`src/inc/btc_pkg.sv`:
```
// Constants and types for the bit-test and call execution block.
// Assumes a single core instruction clock and a synchronous reset.
package btc_pkg;

    localparam int DATA_W = 16;
    localparam int BIT_IDX_W = 4;
    localparam int TARGET_W = 23;
    localparam int HI_W = TARGET_W - DATA_W;
    localparam int CNT_W = 3;

    // Cycle costs per instruction form
    localparam logic [CNT_W-1:0] BASE_CYCLES = 3'h1;
    localparam logic [CNT_W-1:0] SKIP_ONE_WORD_CYCLES = 3'h2;
    localparam logic [CNT_W-1:0] SKIP_TWO_WORD_CYCLES = 3'h3;
    localparam logic [CNT_W-1:0] CALL_CYCLES = 3'h4;
    localparam logic [CNT_W-1:0] SFR_EXTRA_CYCLES = 3'h1;

    // Words occupied by each call form
    localparam logic [1:0] CALL_LIT_WORDS = 2'h2;
    localparam logic [1:0] CALL_IND_WORDS = 2'h1;

    // Reset values
    localparam logic SFA_RESET = 1'b0;
    localparam logic [CNT_W-1:0] CNT_RESET = 3'h0;

    typedef enum logic [3:0] {
        OP_NONE = 4'h0,
        OP_SKIP_CLEAR = 4'h1,
        OP_SKIP_SET = 4'h2,
        OP_TEST_F = 4'h3,
        OP_TEST_C = 4'h4,
        OP_TEST_Z = 4'h5,
        OP_TTS_F = 4'h6,
        OP_TTS_C = 4'h7,
        OP_TTS_Z = 4'h8,
        OP_TOGGLE = 4'h9,
        OP_CALL_LIT = 4'ha,
        OP_CALL_IND = 4'hb,
        OP_CALL_LONG = 4'hc
    } btc_op_type;

    typedef enum logic {
        ST_IDLE = 1'b0,
        ST_STALL = 1'b1
    } btc_state_type;

endpackage

```
`src/inc/btc_bit_if.sv`:
```
// Interface between the sequencer and the single-bit datapath.
// Purely combinational signals within one clock domain.
`timescale 1ns/1ns
interface btc_bit_if;
    import btc_pkg::*;
    logic [DATA_W-1:0] operand;
    logic [BIT_IDX_W-1:0] bit_idx;
    btc_op_type op;
    logic tested;
    logic [DATA_W-1:0] result;

    modport alu (input operand, input bit_idx, input op, output tested, output result);
    modport ctl (output operand, output bit_idx, output op, input tested, input result);
endinterface

```
`src/btc_exec.sv`:
```
// Execution unit for bit test/skip, test-then-set, toggle and call forms.
// Assumes decode delivers the operand already read and holds issue until ready.
//
// Behaviour
// RULE1: Skip-if-clear skips the next instruction when the chosen bit is 0, costs 1 or 2/3 cycles, no flags.
// RULE2: Skip-if-set skips when the chosen bit is 1, with the same cost and no flag change.
// RULE3: Test-then-set to carry copies the bit into C, sets the bit, one cycle, only C changes.
// RULE4: Test-then-set to zero puts the bit test into Z, sets the bit, one cycle, only Z changes.
// RULE5: Every call form takes 4 cycles and updates the stack frame active flag; literal form is two words.
// RULE6: Plain bit test writes the inverted bit to Z leaving data alone; toggle inverts the bit with no flags.
// RULE7: A read or read-modify-write bit operation on a peripheral register costs one more cycle.
`timescale 1ns/1ns
module btc_exec
    import btc_pkg::*;
(
    // Clock and reset
    input wire logic ref_clk_i,
    input wire logic sys_rst_i,
    // Issue from decode
    input wire logic issue_i,
    input wire btc_op_type op_i,
    input wire logic [BIT_IDX_W-1:0] bit_idx_i,
    input wire logic [DATA_W-1:0] operand_i,
    input wire logic [HI_W-1:0] operand_hi_i,
    input wire logic [TARGET_W-1:0] target_lit_i,
    input wire logic sfr_i,
    input wire logic next_two_word_i,
    input wire logic sfa_set_i,
    // Results
    output logic ready_o,
    output logic done_o,
    output logic wb_en_o,
    output logic [DATA_W-1:0] wb_data_o,
    output logic c_we_o,
    output logic c_o,
    output logic z_we_o,
    output logic z_o,
    output logic skip_o,
    output logic skip_two_o,
    output logic call_o,
    output logic [1:0] call_words_o,
    output logic [TARGET_W-1:0] call_target_o,
    output logic sfa_o
);

    typedef struct packed {
        btc_state_type state;
        logic [CNT_W-1:0] cnt;
        logic ready;
        logic done;
        logic wb_en;
        logic [DATA_W-1:0] wb_data;
        logic c_we;
        logic c;
        logic z_we;
        logic z;
        logic skip;
        logic skip_two;
        logic call;
        logic [1:0] call_words;
        logic [TARGET_W-1:0] target;
        logic stack_frame_active_flag;
    } btc_regs_type;

    btc_regs_type st_r;
    btc_regs_type st_nxt;
    btc_bit_if bit_bus ();

    logic take;
    logic is_call;
    logic is_skip;
    logic do_skip;
    logic [CNT_W-1:0] cost;

    assign bit_bus.operand = operand_i;
    assign bit_bus.bit_idx = bit_idx_i;
    assign bit_bus.op = op_i;

    btc_bit_unit btc_bit_unit_i (
        .bus(bit_bus)
    );

    assign take = issue_i && st_r.ready;
    assign is_call = (op_i == OP_CALL_LIT) || (op_i == OP_CALL_IND) || (op_i == OP_CALL_LONG);
    assign is_skip = (op_i == OP_SKIP_CLEAR) || (op_i == OP_SKIP_SET);
    assign do_skip = ((op_i == OP_SKIP_CLEAR) && !bit_bus.tested) ||
                     ((op_i == OP_SKIP_SET) && bit_bus.tested); // RULE1 RULE2

    // ********************
    // Cycle cost
    // ********************
    always_comb begin
        if (is_call) begin
            cost = CALL_CYCLES; // RULE5
        end else if (do_skip) begin
            cost = next_two_word_i ? SKIP_TWO_WORD_CYCLES : SKIP_ONE_WORD_CYCLES; // RULE1 RULE2
        end else begin
            cost = BASE_CYCLES;
        end
        // Call operands come from core registers, so no peripheral penalty
        if (sfr_i && !is_call && op_i != OP_NONE) begin
            cost = cost + SFR_EXTRA_CYCLES; // RULE7
        end
    end

    // ********************
    // Next state
    // ********************
    always_comb begin
        st_nxt = st_r;
        st_nxt.done = 1'b0;
        st_nxt.wb_en = 1'b0;
        st_nxt.c_we = 1'b0;
        st_nxt.z_we = 1'b0;
        st_nxt.skip = 1'b0;
        st_nxt.call = 1'b0;
        if (sfa_set_i) begin
            st_nxt.stack_frame_active_flag = 1'b1;
        end
        case (st_r.state)
            ST_IDLE: begin
                if (take && op_i != OP_NONE) begin
                    st_nxt.done = 1'b1;
                    st_nxt.wb_data = bit_bus.result;
                    st_nxt.skip = do_skip;
                    st_nxt.skip_two = do_skip && next_two_word_i;
                    case (op_i)
                        OP_TEST_F, OP_TEST_Z: begin
                            st_nxt.z_we = 1'b1; // RULE6
                            st_nxt.z = ~bit_bus.tested;
                        end
                        OP_TEST_C: begin
                            st_nxt.c_we = 1'b1;
                            st_nxt.c = bit_bus.tested;
                        end
                        OP_TTS_C: begin
                            st_nxt.c_we = 1'b1; // RULE3
                            st_nxt.c = bit_bus.tested;
                            st_nxt.wb_en = 1'b1;
                        end
                        OP_TTS_Z, OP_TTS_F: begin
                            st_nxt.z_we = 1'b1; // RULE4
                            st_nxt.z = ~bit_bus.tested;
                            st_nxt.wb_en = 1'b1;
                        end
                        OP_TOGGLE: begin
                            st_nxt.wb_en = 1'b1; // RULE6
                        end
                        OP_CALL_LIT: begin
                            st_nxt.call = 1'b1; // RULE5
                            st_nxt.call_words = CALL_LIT_WORDS;
                            st_nxt.target = target_lit_i;
                            st_nxt.stack_frame_active_flag = 1'b0;
                        end
                        OP_CALL_IND: begin
                            st_nxt.call = 1'b1; // RULE5
                            st_nxt.call_words = CALL_IND_WORDS;
                            st_nxt.target = {{HI_W{1'b0}}, operand_i};
                            st_nxt.stack_frame_active_flag = 1'b0;
                        end
                        OP_CALL_LONG: begin
                            st_nxt.call = 1'b1; // RULE5
                            st_nxt.call_words = CALL_IND_WORDS;
                            st_nxt.target = {operand_hi_i, operand_i};
                            st_nxt.stack_frame_active_flag = 1'b0;
                        end
                        default: begin
                        end
                    endcase
                    // Stall for the cycles beyond the first
                    if (cost > BASE_CYCLES) begin
                        st_nxt.state = ST_STALL;
                        st_nxt.cnt = cost - BASE_CYCLES;
                        st_nxt.ready = 1'b0;
                    end
                end
            end
            ST_STALL: begin
                st_nxt.cnt = st_r.cnt - 3'h1;
                if (st_r.cnt == 3'h1) begin
                    st_nxt.state = ST_IDLE;
                    st_nxt.ready = 1'b1;
                end
            end
            default: begin
                st_nxt.state = ST_IDLE;
                st_nxt.ready = 1'b1;
            end
        endcase
    end

    always_ff @(posedge ref_clk_i) begin
        if (sys_rst_i) begin
            st_r <= '0;
            st_r.state <= ST_IDLE;
            st_r.cnt <= CNT_RESET;
            st_r.ready <= 1'b1;
            st_r.stack_frame_active_flag <= SFA_RESET;
        end else begin
            st_r <= st_nxt;
        end
    end

    assign ready_o = st_r.ready;
    assign done_o = st_r.done;
    assign wb_en_o = st_r.wb_en;
    assign wb_data_o = st_r.wb_data;
    assign c_we_o = st_r.c_we;
    assign c_o = st_r.c;
    assign z_we_o = st_r.z_we;
    assign z_o = st_r.z;
    assign skip_o = st_r.skip;
    assign skip_two_o = st_r.skip_two;
    assign call_o = st_r.call;
    assign call_words_o = st_r.call_words;
    assign call_target_o = st_r.target;
    assign sfa_o = st_r.stack_frame_active_flag;

    // ********************
    // Checks
    // ********************
    property p_skip_clear;
        @(posedge ref_clk_i) disable iff (sys_rst_i)
        take && op_i == OP_SKIP_CLEAR && !sfr_i |->
            (!bit_bus.tested ##1 skip_o && !c_we_o && !z_we_o) or
            (bit_bus.tested ##1 !skip_o && ready_o);
    endproperty
    a_skip_clear: assert property (p_skip_clear) else $error("skip if clear wrong"); // RULE1

    property p_skip_set_two;
        @(posedge ref_clk_i) disable iff (sys_rst_i)
        take && op_i == OP_SKIP_SET && bit_bus.tested && next_two_word_i && !sfr_i |=>
            skip_o && skip_two_o && !ready_o ##1 !ready_o ##1 ready_o;
    endproperty
    a_skip_set_two: assert property (p_skip_set_two) else $error("skip if set timing wrong"); // RULE2

    property p_tts_c;
        @(posedge ref_clk_i) disable iff (sys_rst_i)
        take && op_i == OP_TTS_C && !sfr_i |=>
            c_we_o && c_o == $past(operand_i[bit_idx_i]) && !z_we_o && wb_en_o &&
            wb_data_o[$past(bit_idx_i)] && ready_o;
    endproperty
    a_tts_c: assert property (p_tts_c) else $error("test then set carry wrong"); // RULE3

    property p_tts_z;
        @(posedge ref_clk_i) disable iff (sys_rst_i)
        take && op_i == OP_TTS_Z |=>
            z_we_o && z_o == !$past(operand_i[bit_idx_i]) && !c_we_o && wb_data_o[$past(bit_idx_i)];
    endproperty
    a_tts_z: assert property (p_tts_z) else $error("test then set zero wrong"); // RULE4

    property p_call;
        @(posedge ref_clk_i) disable iff (sys_rst_i)
        take && is_call && !sfa_set_i |=>
            call_o && !sfa_o && !ready_o ##1 !ready_o [*2] ##1 ready_o;
    endproperty
    a_call: assert property (p_call) else $error("call not four cycles"); // RULE5

    property p_test_only;
        @(posedge ref_clk_i) disable iff (sys_rst_i)
        take && op_i == OP_TEST_F |=> z_we_o && z_o != $past(bit_bus.tested) && !wb_en_o;
    endproperty
    a_test_only: assert property (p_test_only) else $error("bit test wrong"); // RULE6

    property p_toggle;
        @(posedge ref_clk_i) disable iff (sys_rst_i)
        take && op_i == OP_TOGGLE |=>
            wb_en_o && (wb_data_o ^ $past(operand_i)) == (16'h0001 << $past(bit_idx_i)) &&
            !c_we_o && !z_we_o;
    endproperty
    a_toggle: assert property (p_toggle) else $error("toggle wrong"); // RULE6

    property p_sfr;
        @(posedge ref_clk_i) disable iff (sys_rst_i)
        take && sfr_i && (op_i == OP_TOGGLE || op_i == OP_TEST_F) |=> !ready_o ##1 ready_o;
    endproperty
    a_sfr: assert property (p_sfr) else $error("peripheral penalty wrong"); // RULE7

endmodule

```
`src/btc_bit_unit.sv`:
```
// Single-bit datapath: picks the tested bit and forms the write-back word.
// Assumes operand and bit index are stable for the issuing cycle.
`timescale 1ns/1ns
module btc_bit_unit
    import btc_pkg::*;
(
    btc_bit_if.alu bus
);

    assign bus.tested = bus.operand[bus.bit_idx];

    // ********************
    // Per-bit result
    // ********************
    for (genvar i = 0; i < DATA_W; i++) begin : g_bit
        always_comb begin
            if (bus.bit_idx == BIT_IDX_W'(i)) begin
                case (bus.op)
                    OP_TOGGLE: bus.result[i] = ~bus.operand[i];
                    OP_TTS_F, OP_TTS_C, OP_TTS_Z: bus.result[i] = 1'b1;
                    default: bus.result[i] = bus.operand[i];
                endcase
            end else begin
                bus.result[i] = bus.operand[i];
            end
        end
    end

endmodule

```
`config.mk`:
```
export PLATFORM = sky130hd
export DESIGN_NAME = btc_exec
export DESIGN_NICKNAME = d
export VERILOG_FILES = /design/src/inc/btc_pkg.sv /design/src/inc/btc_bit_if.sv /design/src/btc_exec.sv /design/src/btc_bit_unit.sv
export SDC_FILE = /design/constraint.sdc
export NUM_CORES = 1
export LEC_CHECK = 0
export BUFFER_PORTS_ARGS = -buffer_cell sky130_fd_sc_hd__buf_4
export CORE_AREA = 2 2 86 96
export CTS_CLUSTER_SIZE = 40
export DETAILED_ROUTE_END_ITERATION = 10
export DIE_AREA = 0 0 88 98
export PLACE_DENSITY = 0.74
export SYNTH_ARGS = -nofsm -noshare
export SYNTH_HDL_FRONTEND = slang
export SYNTH_HIERARCHICAL = 1
export SYNTH_SLANG_ARGS = --single-unit
```
`constraint.sdc`:
```
create_clock -name ref_clk_i -period 3 [get_ports ref_clk_i]
set_input_delay 0.6 -clock ref_clk_i [delete_from_list [all_inputs] [get_ports ref_clk_i]]
set_output_delay 0.6 -clock ref_clk_i [all_outputs]
set_load 0.01 [all_outputs]
```
==> results of run 1 <==
state kept, by name, summed over array words and instances (netlist names), 2 cells and up:
| name | flops |
|---|---|
| st_r | 4 |
| call_target_o | 23 |
| call_words_o | 2 |
| wb_data_o | 16 |
kinds of logic (layout without fill, tap and decap cells):
family / after synthesis / count (layout) / share of synthesized area [%]
adders and majority gates: 3 / 3 / 1.10
buffers and inverters: 77 / 157 / 16.1
DFF: 56 / 56 / 32.9
muxes: 6 / 6 / 3.46
xor gates and xnor gates: 4 / 4 / 1.03
and+or+nand+nor: 116 / 116 / 17.1
AOI/OAI and AO/OA: 129 / 129 / 28.2
stage by stage:
stage | setup TNS (ns) | setup slack (ns) | power (uW) | hold slack, ns | util, %
CTS | 0 | 0.00475 | 1710 | 0.464 | 54.8
detailed placement | -1.17 | -0.313 | 1230 | 0.446 | 53.4
finish | 0 | 0.0696 | 1710 | 0.462 | 55.1
global route | -0.110 | -0.104 | 1790 | 0.481 | 55.1
global placement | -0.915 | -0.266 | 1210 | 0.437 | 53.4
floorplan | -0.109 | -0.0775 | 1080 | 0.426 | -
layout make-up:
cell class                      instances  area, um2
Clock buffer                            6       72.6
Clock inverter                          2       35.0
Fill cell                             729       3450
Inverter                                8       30.0
Multi-Input combinational cell        258       1780
Sequential cell                        56       1120
Tap cell                              108        135
Timing Repair Buffer                  141       1070
layer usage:
metal	vias to the layer above	track usage (%)	part of all wire (%)
met5	-	0	0
met4	0	6.63	1.6
met3	12	3.13	6.2
met2	110	32.8	49
met1	1434	27.8	43
li1	1516	-	-
placed cells by master (no fill, tap or decap), drive strengths merged, types with 3 or more instances in the layout:
cell,n
nand3b,4
nand2,64
nand2b,7
clkbuf,6
inv,8
o21ai,29
ha,3
nor2,21
a21oi,23
xnor2,3
buf,141
o21bai,4
a22oi,27
o41ai,4
nor3,3
mux4,4
a211oi,3
nor2b,3
o31ai,28
dfxtp,56
path summary, 6_finish.rpt:
path	slack, ns	end	from
worst max-delay path	0.07	st_r[52]	bit_idx_i[0]
worst min-delay path	0.46	call_target_o[17]	call_target_o[17]
worst max register to register	1.52	call_target_o[2]	st_r[55]
worst min register to register	0.46	call_target_o[17]	call_target_o[17]
critical path, delay by kind of cell:
kind / cells / cell delay (ns)
compound gates: 5 / 0.87
simple gates: 4 / 0.77
mux: 2 / 0.64
fa+ha+maj: 1 / 0.15
buf+inv: 1 / 0.09
timing repair:
action | CTS | global route
hold endpoints to repair | 0 | 0
setup buffers | 0 | 1
endpoints found under the setup margin | 0 | 4
gates resized for setup | 0 | 7
power by group:
group          switching, uW  internal (uW)  leakage, uW
sequential              21.1            777     0.000455
clock                    239            248    0.0000552
combinational            220            201      0.00126
==> results.json, run 1 <==
{
  "outcome": "finished clean",
  "synth_common_cells": "61 x nand2_1, 56 x dfxtp_1, 44 x buf_4",
  "synth_edf_count": 0,
  "drc": 0,
  "numCtsBuffers": 5,
  "crit_required_ns": 3.19,
  "postRouteAntennaNets": 0,
  "place_congestion": 0.910,
  "layout_min_cycle_time_ns": 2.93,
  "track_usage_pct": 20.4,
  "fmax_ghz": 0.341,
  "synth_seq_area_share_pct": 32.9,
  "clock_sinks": 56,
  "synth_warnings": 6,
  "synthesis.area_um2": 3400,
  "cts_htree_levels": 2,
  "synthToLayoutAreaGrowth_pct": 24.7,
  "grt_pass1_vias": 2938,
  "crit_arrival_ns": 3.12,
  "yosys.cell_types.count": 61,
  "cp_cell_sequence": "buf_12 > mux4_2 > nand3b_1 > nand4_1 > nor3b_4 > o21ai_2 > and2_4 > ha_4 > a221oi_2 > a211oi_2 > o31a_1 > mux2i_1 > a21oi_1",
  "grt_max_degree": 27,
  "worstSetupStartpointType": "input pin",
  "drive_gt1_share_pct": 42.5,
  "design.core.area_um2": 7700,
  "ir_drop_mv": 0.210,
  "path_class": "in2reg",
  "root_buffer": "clkbuf_8",
  "layout.cells.non_filler": 579,
  "min_period_over_period_pct": 97.7,
  "drv_slew": 0,
  "synthFlopType": "dfxtp_1",
  "yosysTopAreaCellShare_pct": 32.9,
  "vias": 3072,
  "path_clk_slew_ns": 0.09,
  "final_cell_area_um2": 4250,
  "slew-limit-headroom_pct": 52.9,
  "rr_worst_depth": 5,
  "clkLatencyLatePin_ns": 0.31,
  "viasPerCell": 5.31,
  "initialDrtViolationCount": 157,
  "total_leakage_power_uw": 0.00177,
  "dp_hpwl_mm": 6.87,
  "hold_violations": 0,
  "skew_ns": 0.00654,
  "end_kind": "flip-flop",
  "setup_viol": 0,
  "synth_area_leader_cell": "dfxtp_1",
  "synth_seq_cells": 56,
  "clockBufferDepth": 2,
  "dieHeight_um": 98,
  "synth-async-reset-ratio_pct": 0,
  "dpl-instance-area_um2": 4110,
  "n_antenna_cell": 0,
  "die_area_um2": 8620,
  "crit_fanout": 6,
  "maxCapViolations": 0,
  "antenna_found_initial": 0,
  "placed_cells": 570,
  "wl_per_cell_um": 15.2,
  "start_util_pct": 44.2,
  "p_per_area_nw_per_um2": 402,
  "slowest_stage": "mux4_2",
  "num-nets-final": 533,
  "first_pass_iters": 4,
  "fp.dieW_um": 88,
  "syn_area_per_cell_um2": 8.70,
  "syn_inst": 391,
  "drt_wl_total_mm": 8.81,
  "io_pins": 112,
  "grt_overflow": 0,
  "grt_pass1_wl_mm": 14.1,
  "hold_buffers": 0,
  "slowest_delay_ns": 0.48,
  "hold_path_depth": 2,
  "num_rows": 34,
  "hp-class": "reg2reg",
  "synthTopCellsByArea": "dfxtp_1 33%, buf_4 9.7%, nand2_1 6.7%, o31ai_1 6.2%, a22oi_1 6.0%",
  "rsz0062_at_grt": "true",
  "yosysMostFrequentCell": "nand2_1",
  "synthesis.nets": 454,
  "worstMarginPinSlew_ns": 0.702,
  "portBuffers": 111,
  "cts_tree": "built"
}
Power figures use the tool's default switching activity.
==> run 2, diff against run 1 <==
--- a/config.mk
+++ b/config.mk
@@ -11,6 +11,7 @@
 export DETAILED_ROUTE_END_ITERATION = 10
 export DIE_AREA = 0 0 88 98
 export PLACE_DENSITY = 0.74
+export REMOVE_ABC_BUFFERS = 1
 export SYNTH_ARGS = -nofsm -noshare
 export SYNTH_HDL_FRONTEND = slang
 export SYNTH_HIERARCHICAL = 1
==> run 2 against run 1 <==
Maximum frequency rose by 2.0%. Sequential share of layout area rose by 0.52 points. Register-to-register slack improved by 0.02 ns. Worst hold slack got worse by 0.0012 ns. Cell area fell by 1.9%. Utilization fell by 1.1 points. Global-route usage rose by 0.40 points. Clock skew rose by 0.0053 ns. Sequential power barely moved. Critical endpoint unchanged. Largest cell class unchanged. Largest power group unchanged.
==> results.json, run 2 (same netlist as run 1, synthesis figures left out) <==
{
  "layout_min_cycle_time_ns": 2.87,
  "clkLatencyLatePin_ns": 0.32,
  "total_leakage_power_uw": 0.00174,
  "regArea_um2": 1120,
  "grt_pass1_wl_mm": 14.2,
  "num-nets-final": 530,
  "fill_cells": 732,
  "cts_tree": "built",
  "start_util_pct": 44.2,
  "end_kind": "flip-flop",
  "grt_overflow": 0,
  "slew-limit-headroom_pct": 53.1,
  "grt_max_degree": 27,
  "multiInputGateArea_um2": 1750,
  "skew_ns": 0.0119,
  "design.core.area_um2": 7700,
  "first_pass_iters": 4,
  "grt_pass1_vias": 2959,
  "slowest_delay_ns": 0.50,
  "hold_violations": 0,
  "num_rows": 34,
  "preCtsSetupSlack_ns": -0.421,
  "p_per_area_nw_per_um2": 390,
  "hp-class": "reg2reg",
  "drv_slew": 0,
  "crit_required_ns": 3.19,
  "setup_viol": 0,
  "hold_buffers": 0,
  "path_class": "in2reg",
  "worstMarginPinSlew_ns": 0.700,
  "outcome": "finished clean",
  "postRouteAntennaNets": 0,
  "largest_reg_flops": 23,
  "place_congestion": 0.871,
  "crit_fanout": 5,
  "drc": 0,
  "holdWs_ns": 0.460,
  "wl_per_cell_um": 15.4,
  "io_pins": 112,
  "fin_ws_ns": 0.127,
  "fp.dieW_um": 88,
  "ir_drop_mv": 0.177,
  "dieHeight_um": 98,
  "clockBufferDepth": 2,
  "cts_htree_levels": 2,
  "numCtsBuffers": 5,
  "clock_sinks": 56,
  "root_buffer": "clkbuf_8",
  "maxCapViolations": 0,
  "worstSetupStartpointType": "input pin",
  "crit_arrival_ns": 3.06,
  "path_clk_slew_ns": 0.09,
  "layout_common_cells": "137 x buf_4, 61 x nand2_1, 56 x dfxtp_1",
  "cp_cell_sequence": "buf_6 > mux4_2 > nand3b_1 > nand4_1 > and3b_2 > o21ai_2 > inv_1 > ha_1 > a221oi_2 > a211oi_2 > o31a_1 > mux2i_1 > a21oi_1",
  "drt_wl_total_mm": 8.86,
  "portBuffers": 111,
  "dp_hpwl_mm": 6.70,
  "die_area_um2": 8620,
  "drive_gt1_share_pct": 41.7,
  "synthToLayoutAreaGrowth_pct": 22.4,
  "fmax_ghz": 0.348,
  "n_antenna_cell": 0,
  "track_usage_pct": 20.8,
  "viasPerCell": 5.37,
  "antenna_found_initial": 0,
  "slowest_stage": "mux4_2",
  "vias": 3095,
  "initialDrtViolationCount": 120,
  "total_power_uw": 1620,
  "tns_ns": 0,
  "final_common_cell": "buf_4",
  "min_period_over_period_pct": 95.8
}
## run 2: repair_timing
item                       4_1_cts  5_1_grt
setup endpoints to repair        3        5
setup buffers                    1        0
resized for setup                0        9
pin swaps                        2        5
## run 2: layout make-up
class	instances	share of cell area, %
clock buffers	5	1.65
clock inverters	3	0.541
inverters	8	0.721
multi-input cells	258	41.9
flip-flops and latches	56	26.9
well taps	108	3.25
repair buffers	138	25.0
## run 2: routing by layer
metal  wire [um]  vias up  share of wire [%]  global-route usage [%]
met5           0        -                  0                       0
met4         286        0                3.2                    8.52
met3         554       23                6.3                    4.14
met2        4500      112                 51                    36.7
met1        3520     1452                 40                    24.1
li1            -     1508                  -                       -
## run 2: critical path, delay by kind of cell
family / cells / cell delay, ns
AND/OR/NAND/NOR: 3 / 0.55
buffers and inverters: 2 / 0.17
multiplexers: 2 / 0.65
AO/OA/AOI/OAI: 5 / 0.88
adder cells (fa/ha/maj): 1 / 0.22
## run 2: stage by stage
step	instances	instance area (um2)	utilization [%]
3_3_place_gp	567	4050	52.6
4_1_cts	576	4150	53.9
6_report	576	4160	54.1
3_5_place_dp	567	4050	52.6
2_1_floorplan	322	2880	-
5_1_grt	576	4160	54.1
## run 2: where the power goes
| part | total, uW | internal [uW] | leakage (uW) | switching [uW] |
|---|---|---|---|---|
| Clock | 423 | 168 | 0.0000485 | 255 |
| Combinational | 404 | 192 | 0.00123 | 212 |
| Sequential | 798 | 777 | 0.000455 | 20.9 |
| Total | 1620 | 1140 | 0.00174 | 488 |
## run 2: path summary, 6_finish.rpt
path | start | end | slack (ns) | cells after the start
worst max register to register | st_r[55] | call_target_o[2] | 1.54 | 5
worst max-delay path | bit_idx_i[0] | st_r[52] | 0.13 | 13
worst min-delay path | wb_data_o[9] | wb_data_o[9] | 0.46 | 2
worst min register to register | wb_data_o[9] | wb_data_o[9] | 0.46 | 2
==> run 3, diff against run 2 <==
--- a/config.mk
+++ b/config.mk
@@ -5,12 +5,13 @@
 export SDC_FILE = /design/constraint.sdc
 export NUM_CORES = 1
 export LEC_CHECK = 0
+export ABC_AREA = 1
 export BUFFER_PORTS_ARGS = -buffer_cell sky130_fd_sc_hd__buf_4
-export CORE_AREA = 2 2 86 96
+export CORE_AREA = 2 2 87 97
 export CTS_CLUSTER_SIZE = 40
 export DETAILED_ROUTE_END_ITERATION = 10
-export DIE_AREA = 0 0 88 98
-export PLACE_DENSITY = 0.74
+export DIE_AREA = 0 0 89 99
+export PLACE_DENSITY = 0.76
 export REMOVE_ABC_BUFFERS = 1
 export SYNTH_ARGS = -nofsm -noshare
 export SYNTH_HDL_FRONTEND = slang
==> run 3 against run 2 <==
Critical path depth grew 12. Utilization rose by 0.62 points. Via count up 16%. Area after synthesis grew 5.6%. Non-clock buffer count shrank 19. Final cell count increased by 21%. Clock power increased by 16%. Total power is 8.0% higher. Worst setup slack better by 0.40 ns. Worst hold slack gained 0.019 ns. Count of clock-buffer cells in the layout grew 1. Register-to-register slack worse by 0.73 ns.
==> results.json, run 3 <==
{
  "clock_sinks": 56,
  "synth_seq_area_share_pct": 31.2,
  "antenna_found_initial": 0,
  "ctsResizeCount": 0,
  "path_clk_slew_ns": 0.09,
  "crit_required_ns": 3.24,
  "place_congestion": 0.899,
  "skew_ns": 0.00683,
  "p_per_area_nw_per_um2": 410,
  "dieHeight_um": 99,
  "die_area_um2": 8810,
  "final_common_cell": "buf_4",
  "total_leakage_power_uw": 0.00205,
  "first_pass_iters": 5,
  "postRouteAntennaNets": 0,
  "yosys.cell_types.count": 31,
  "root_buffer": "clkbuf_8",
  "grt_pass1_vias": 3269,
  "portBuffers": 111,
  "dpl-instance-area_um2": 4170,
  "layout.cells.non_filler": 699,
  "cts_tree": "built",
  "layout_common_cells": "119 x buf_4, 110 x nand2_1, 63 x inv_1",
  "grt_pass1_wl_mm": 15.4,
  "track_usage_pct": 21.6,
  "io_pins": 112,
  "total_power_uw": 1760,
  "slew-limit-headroom_pct": 51.1,
  "worstMarginPinSlew_ns": 0.732,
  "worstSetupStartpointType": "input pin",
  "synth-async-reset-ratio_pct": 0,
  "synth_edf_count": 0,
  "tns_ns": 0,
  "synth_common_cells": "110 x nand2_1, 63 x inv_1, 57 x nor2_1",
  "vias": 3575,
  "cts_htree_levels": 2,
  "synthesis.area_um2": 3590,
  "design.core.area_um2": 7830,
  "fill_cells": 796,
  "hp-class": "reg2reg",
  "drive_gt1_share_pct": 27.2,
  "final_cell_area_um2": 4280,
  "holdWs_ns": 0.480,
  "min_period_over_period_pct": 82.4,
  "crit_arrival_ns": 2.71,
  "synth_warnings": 6,
  "hold_buffers": 0,
  "syn_area_per_cell_um2": 6.80,
  "grt_max_degree": 29,
  "yosysTopAreaCellShare_pct": 31.2,
  "drv_slew": 0,
  "fmax_ghz": 0.404,
  "path_class": "in2reg",
  "yosysMostFrequentCell": "nand2_1",
  "clkLatencyLatePin_ns": 0.31,
  "numCtsBuffers": 5,
  "cts_setup_buffers": 0,
  "maxCapViolations": 0,
  "drt_wl_total_mm": 9.44,
  "layout_min_cycle_time_ns": 2.47,
  "synthTopCellsByArea": "dfxtp_1 31%, nand2_1 11%, buf_4 9.0%, nand3_1 7.1%, inv_1 6.6%",
  "start_util_pct": 45.9,
  "initialDrtViolationCount": 231,
  "clockBufferDepth": 2,
  "crit_fanout": 12,
  "ir_drop_mv": 0.220,
  "grt_overflow": 0,
  "placed_cells": 691,
  "viasPerCell": 5.11,
  "fp.dieW_um": 89,
  "num-nets-final": 653,
  "wl_per_cell_um": 13.5,
  "n_antenna_cell": 0,
  "synthToLayoutAreaGrowth_pct": 19.2,
  "synth_seq_cells": 56,
  "outcome": "finished clean",
  "dp_hpwl_mm": 7.22,
  "rsz0062_at_grt": "false",
  "synth_area_leader_cell": "dfxtp_1",
  "hold_violations": 0,
  "largest_reg_flops": 23,
  "num_rows": 34,
  "syn_inst": 528,
  "synthFlopType": "dfxtp_1",
  "end_kind": "flip-flop",
  "drc": 0,
  "setup_viol": 0
}
[run 3: power by group]
| part | internal, uW | leakage (uW) | switching, uW | total (uW) |
|---|---|---|---|---|
| logic | 188 | 0.00154 | 258 | 446 |
| registers | 792 | 0.000457 | 26.4 | 819 |
| clock network | 248 | 0.0000552 | 243 | 491 |
| total | 1230 | 0.00205 | 527 | 1760 |
[run 3: path summary, 6_finish.rpt]
kind / startpoint / endpoint / slack, ns / cells after the start
max: bit_idx_i[0] / st_r[54] / 0.53 / 25
min: call_target_o[20] / call_target_o[20] / 0.48 / 2
max reg2reg: ready_o / call_target_o[17] / 0.81 / 9
min reg2reg: call_target_o[20] / call_target_o[20] / 0.48 / 2
[run 3: final cells by class]
class	count	area, um2	area share [%]
Multi-Input combinational cell	340	1770	41.3
Sequential cell	56	1120	26.2
Timing Repair Buffer	119	893	20.9
Inverter	68	255	5.96
Tap cell	108	135	3.16
Clock buffer	6	72.6	1.69
Clock inverter	2	35.0	0.818
[run 3: worst max-delay path: stages]
cell     delay, ns
buf_4         0.17
inv_2         0.14
nand2_1       0.06
nand2_1       0.07
nand2_1       0.05
nand2_1       0.07
nand2_1       0.06
nand2_1       0.06
inv_1         0.03
nand2_1       0.10
inv_1         0.07
nand2_1       0.09
nand4_1       0.12
inv_1         0.10
nor2_1        0.05
ha_1          0.17
inv_1         0.05
nor2_1        0.04
nor2_1        0.10
nand3_1       0.10
nand2_1       0.10
nand2_1       0.07
inv_1         0.07
nand2_1       0.05
a21oi_1       0.13
[run 3: cells by family (layout without fill, tap and decap cells)]
| kind of cell | Yosys count | after routing | share of synthesized area (%) |
|---|---|---|---|
| compound gates | 81 | 81 | 15.5 |
| simple gates | 255 | 255 | 32.3 |
| xor+xnor | 1 | 1 | 0.244 |
| fa+ha+maj | 3 | 3 | 1.05 |
| buf+inv | 132 | 195 | 19.6 |
| flops | 56 | 56 | 31.2 |
[run 3: per-layer routing]
metal / track usage, % / part of all wire (%)
met4: 4.59 / 1.3
met3: 4.27 / 6.8
met2: 36.1 / 48
met1: 28.9 / 44
met5: 0 / 0
[run 3: metrics by stage]
stage	utilization [%]	setup slack (ns)
2_1_floorplan	-	0.311
3_3_place_gp	53.3	0.286
3_5_place_dp	53.3	0.233
4_1_cts	54.7	0.532
5_1_grt	54.7	0.186
6_report	54.7	0.527
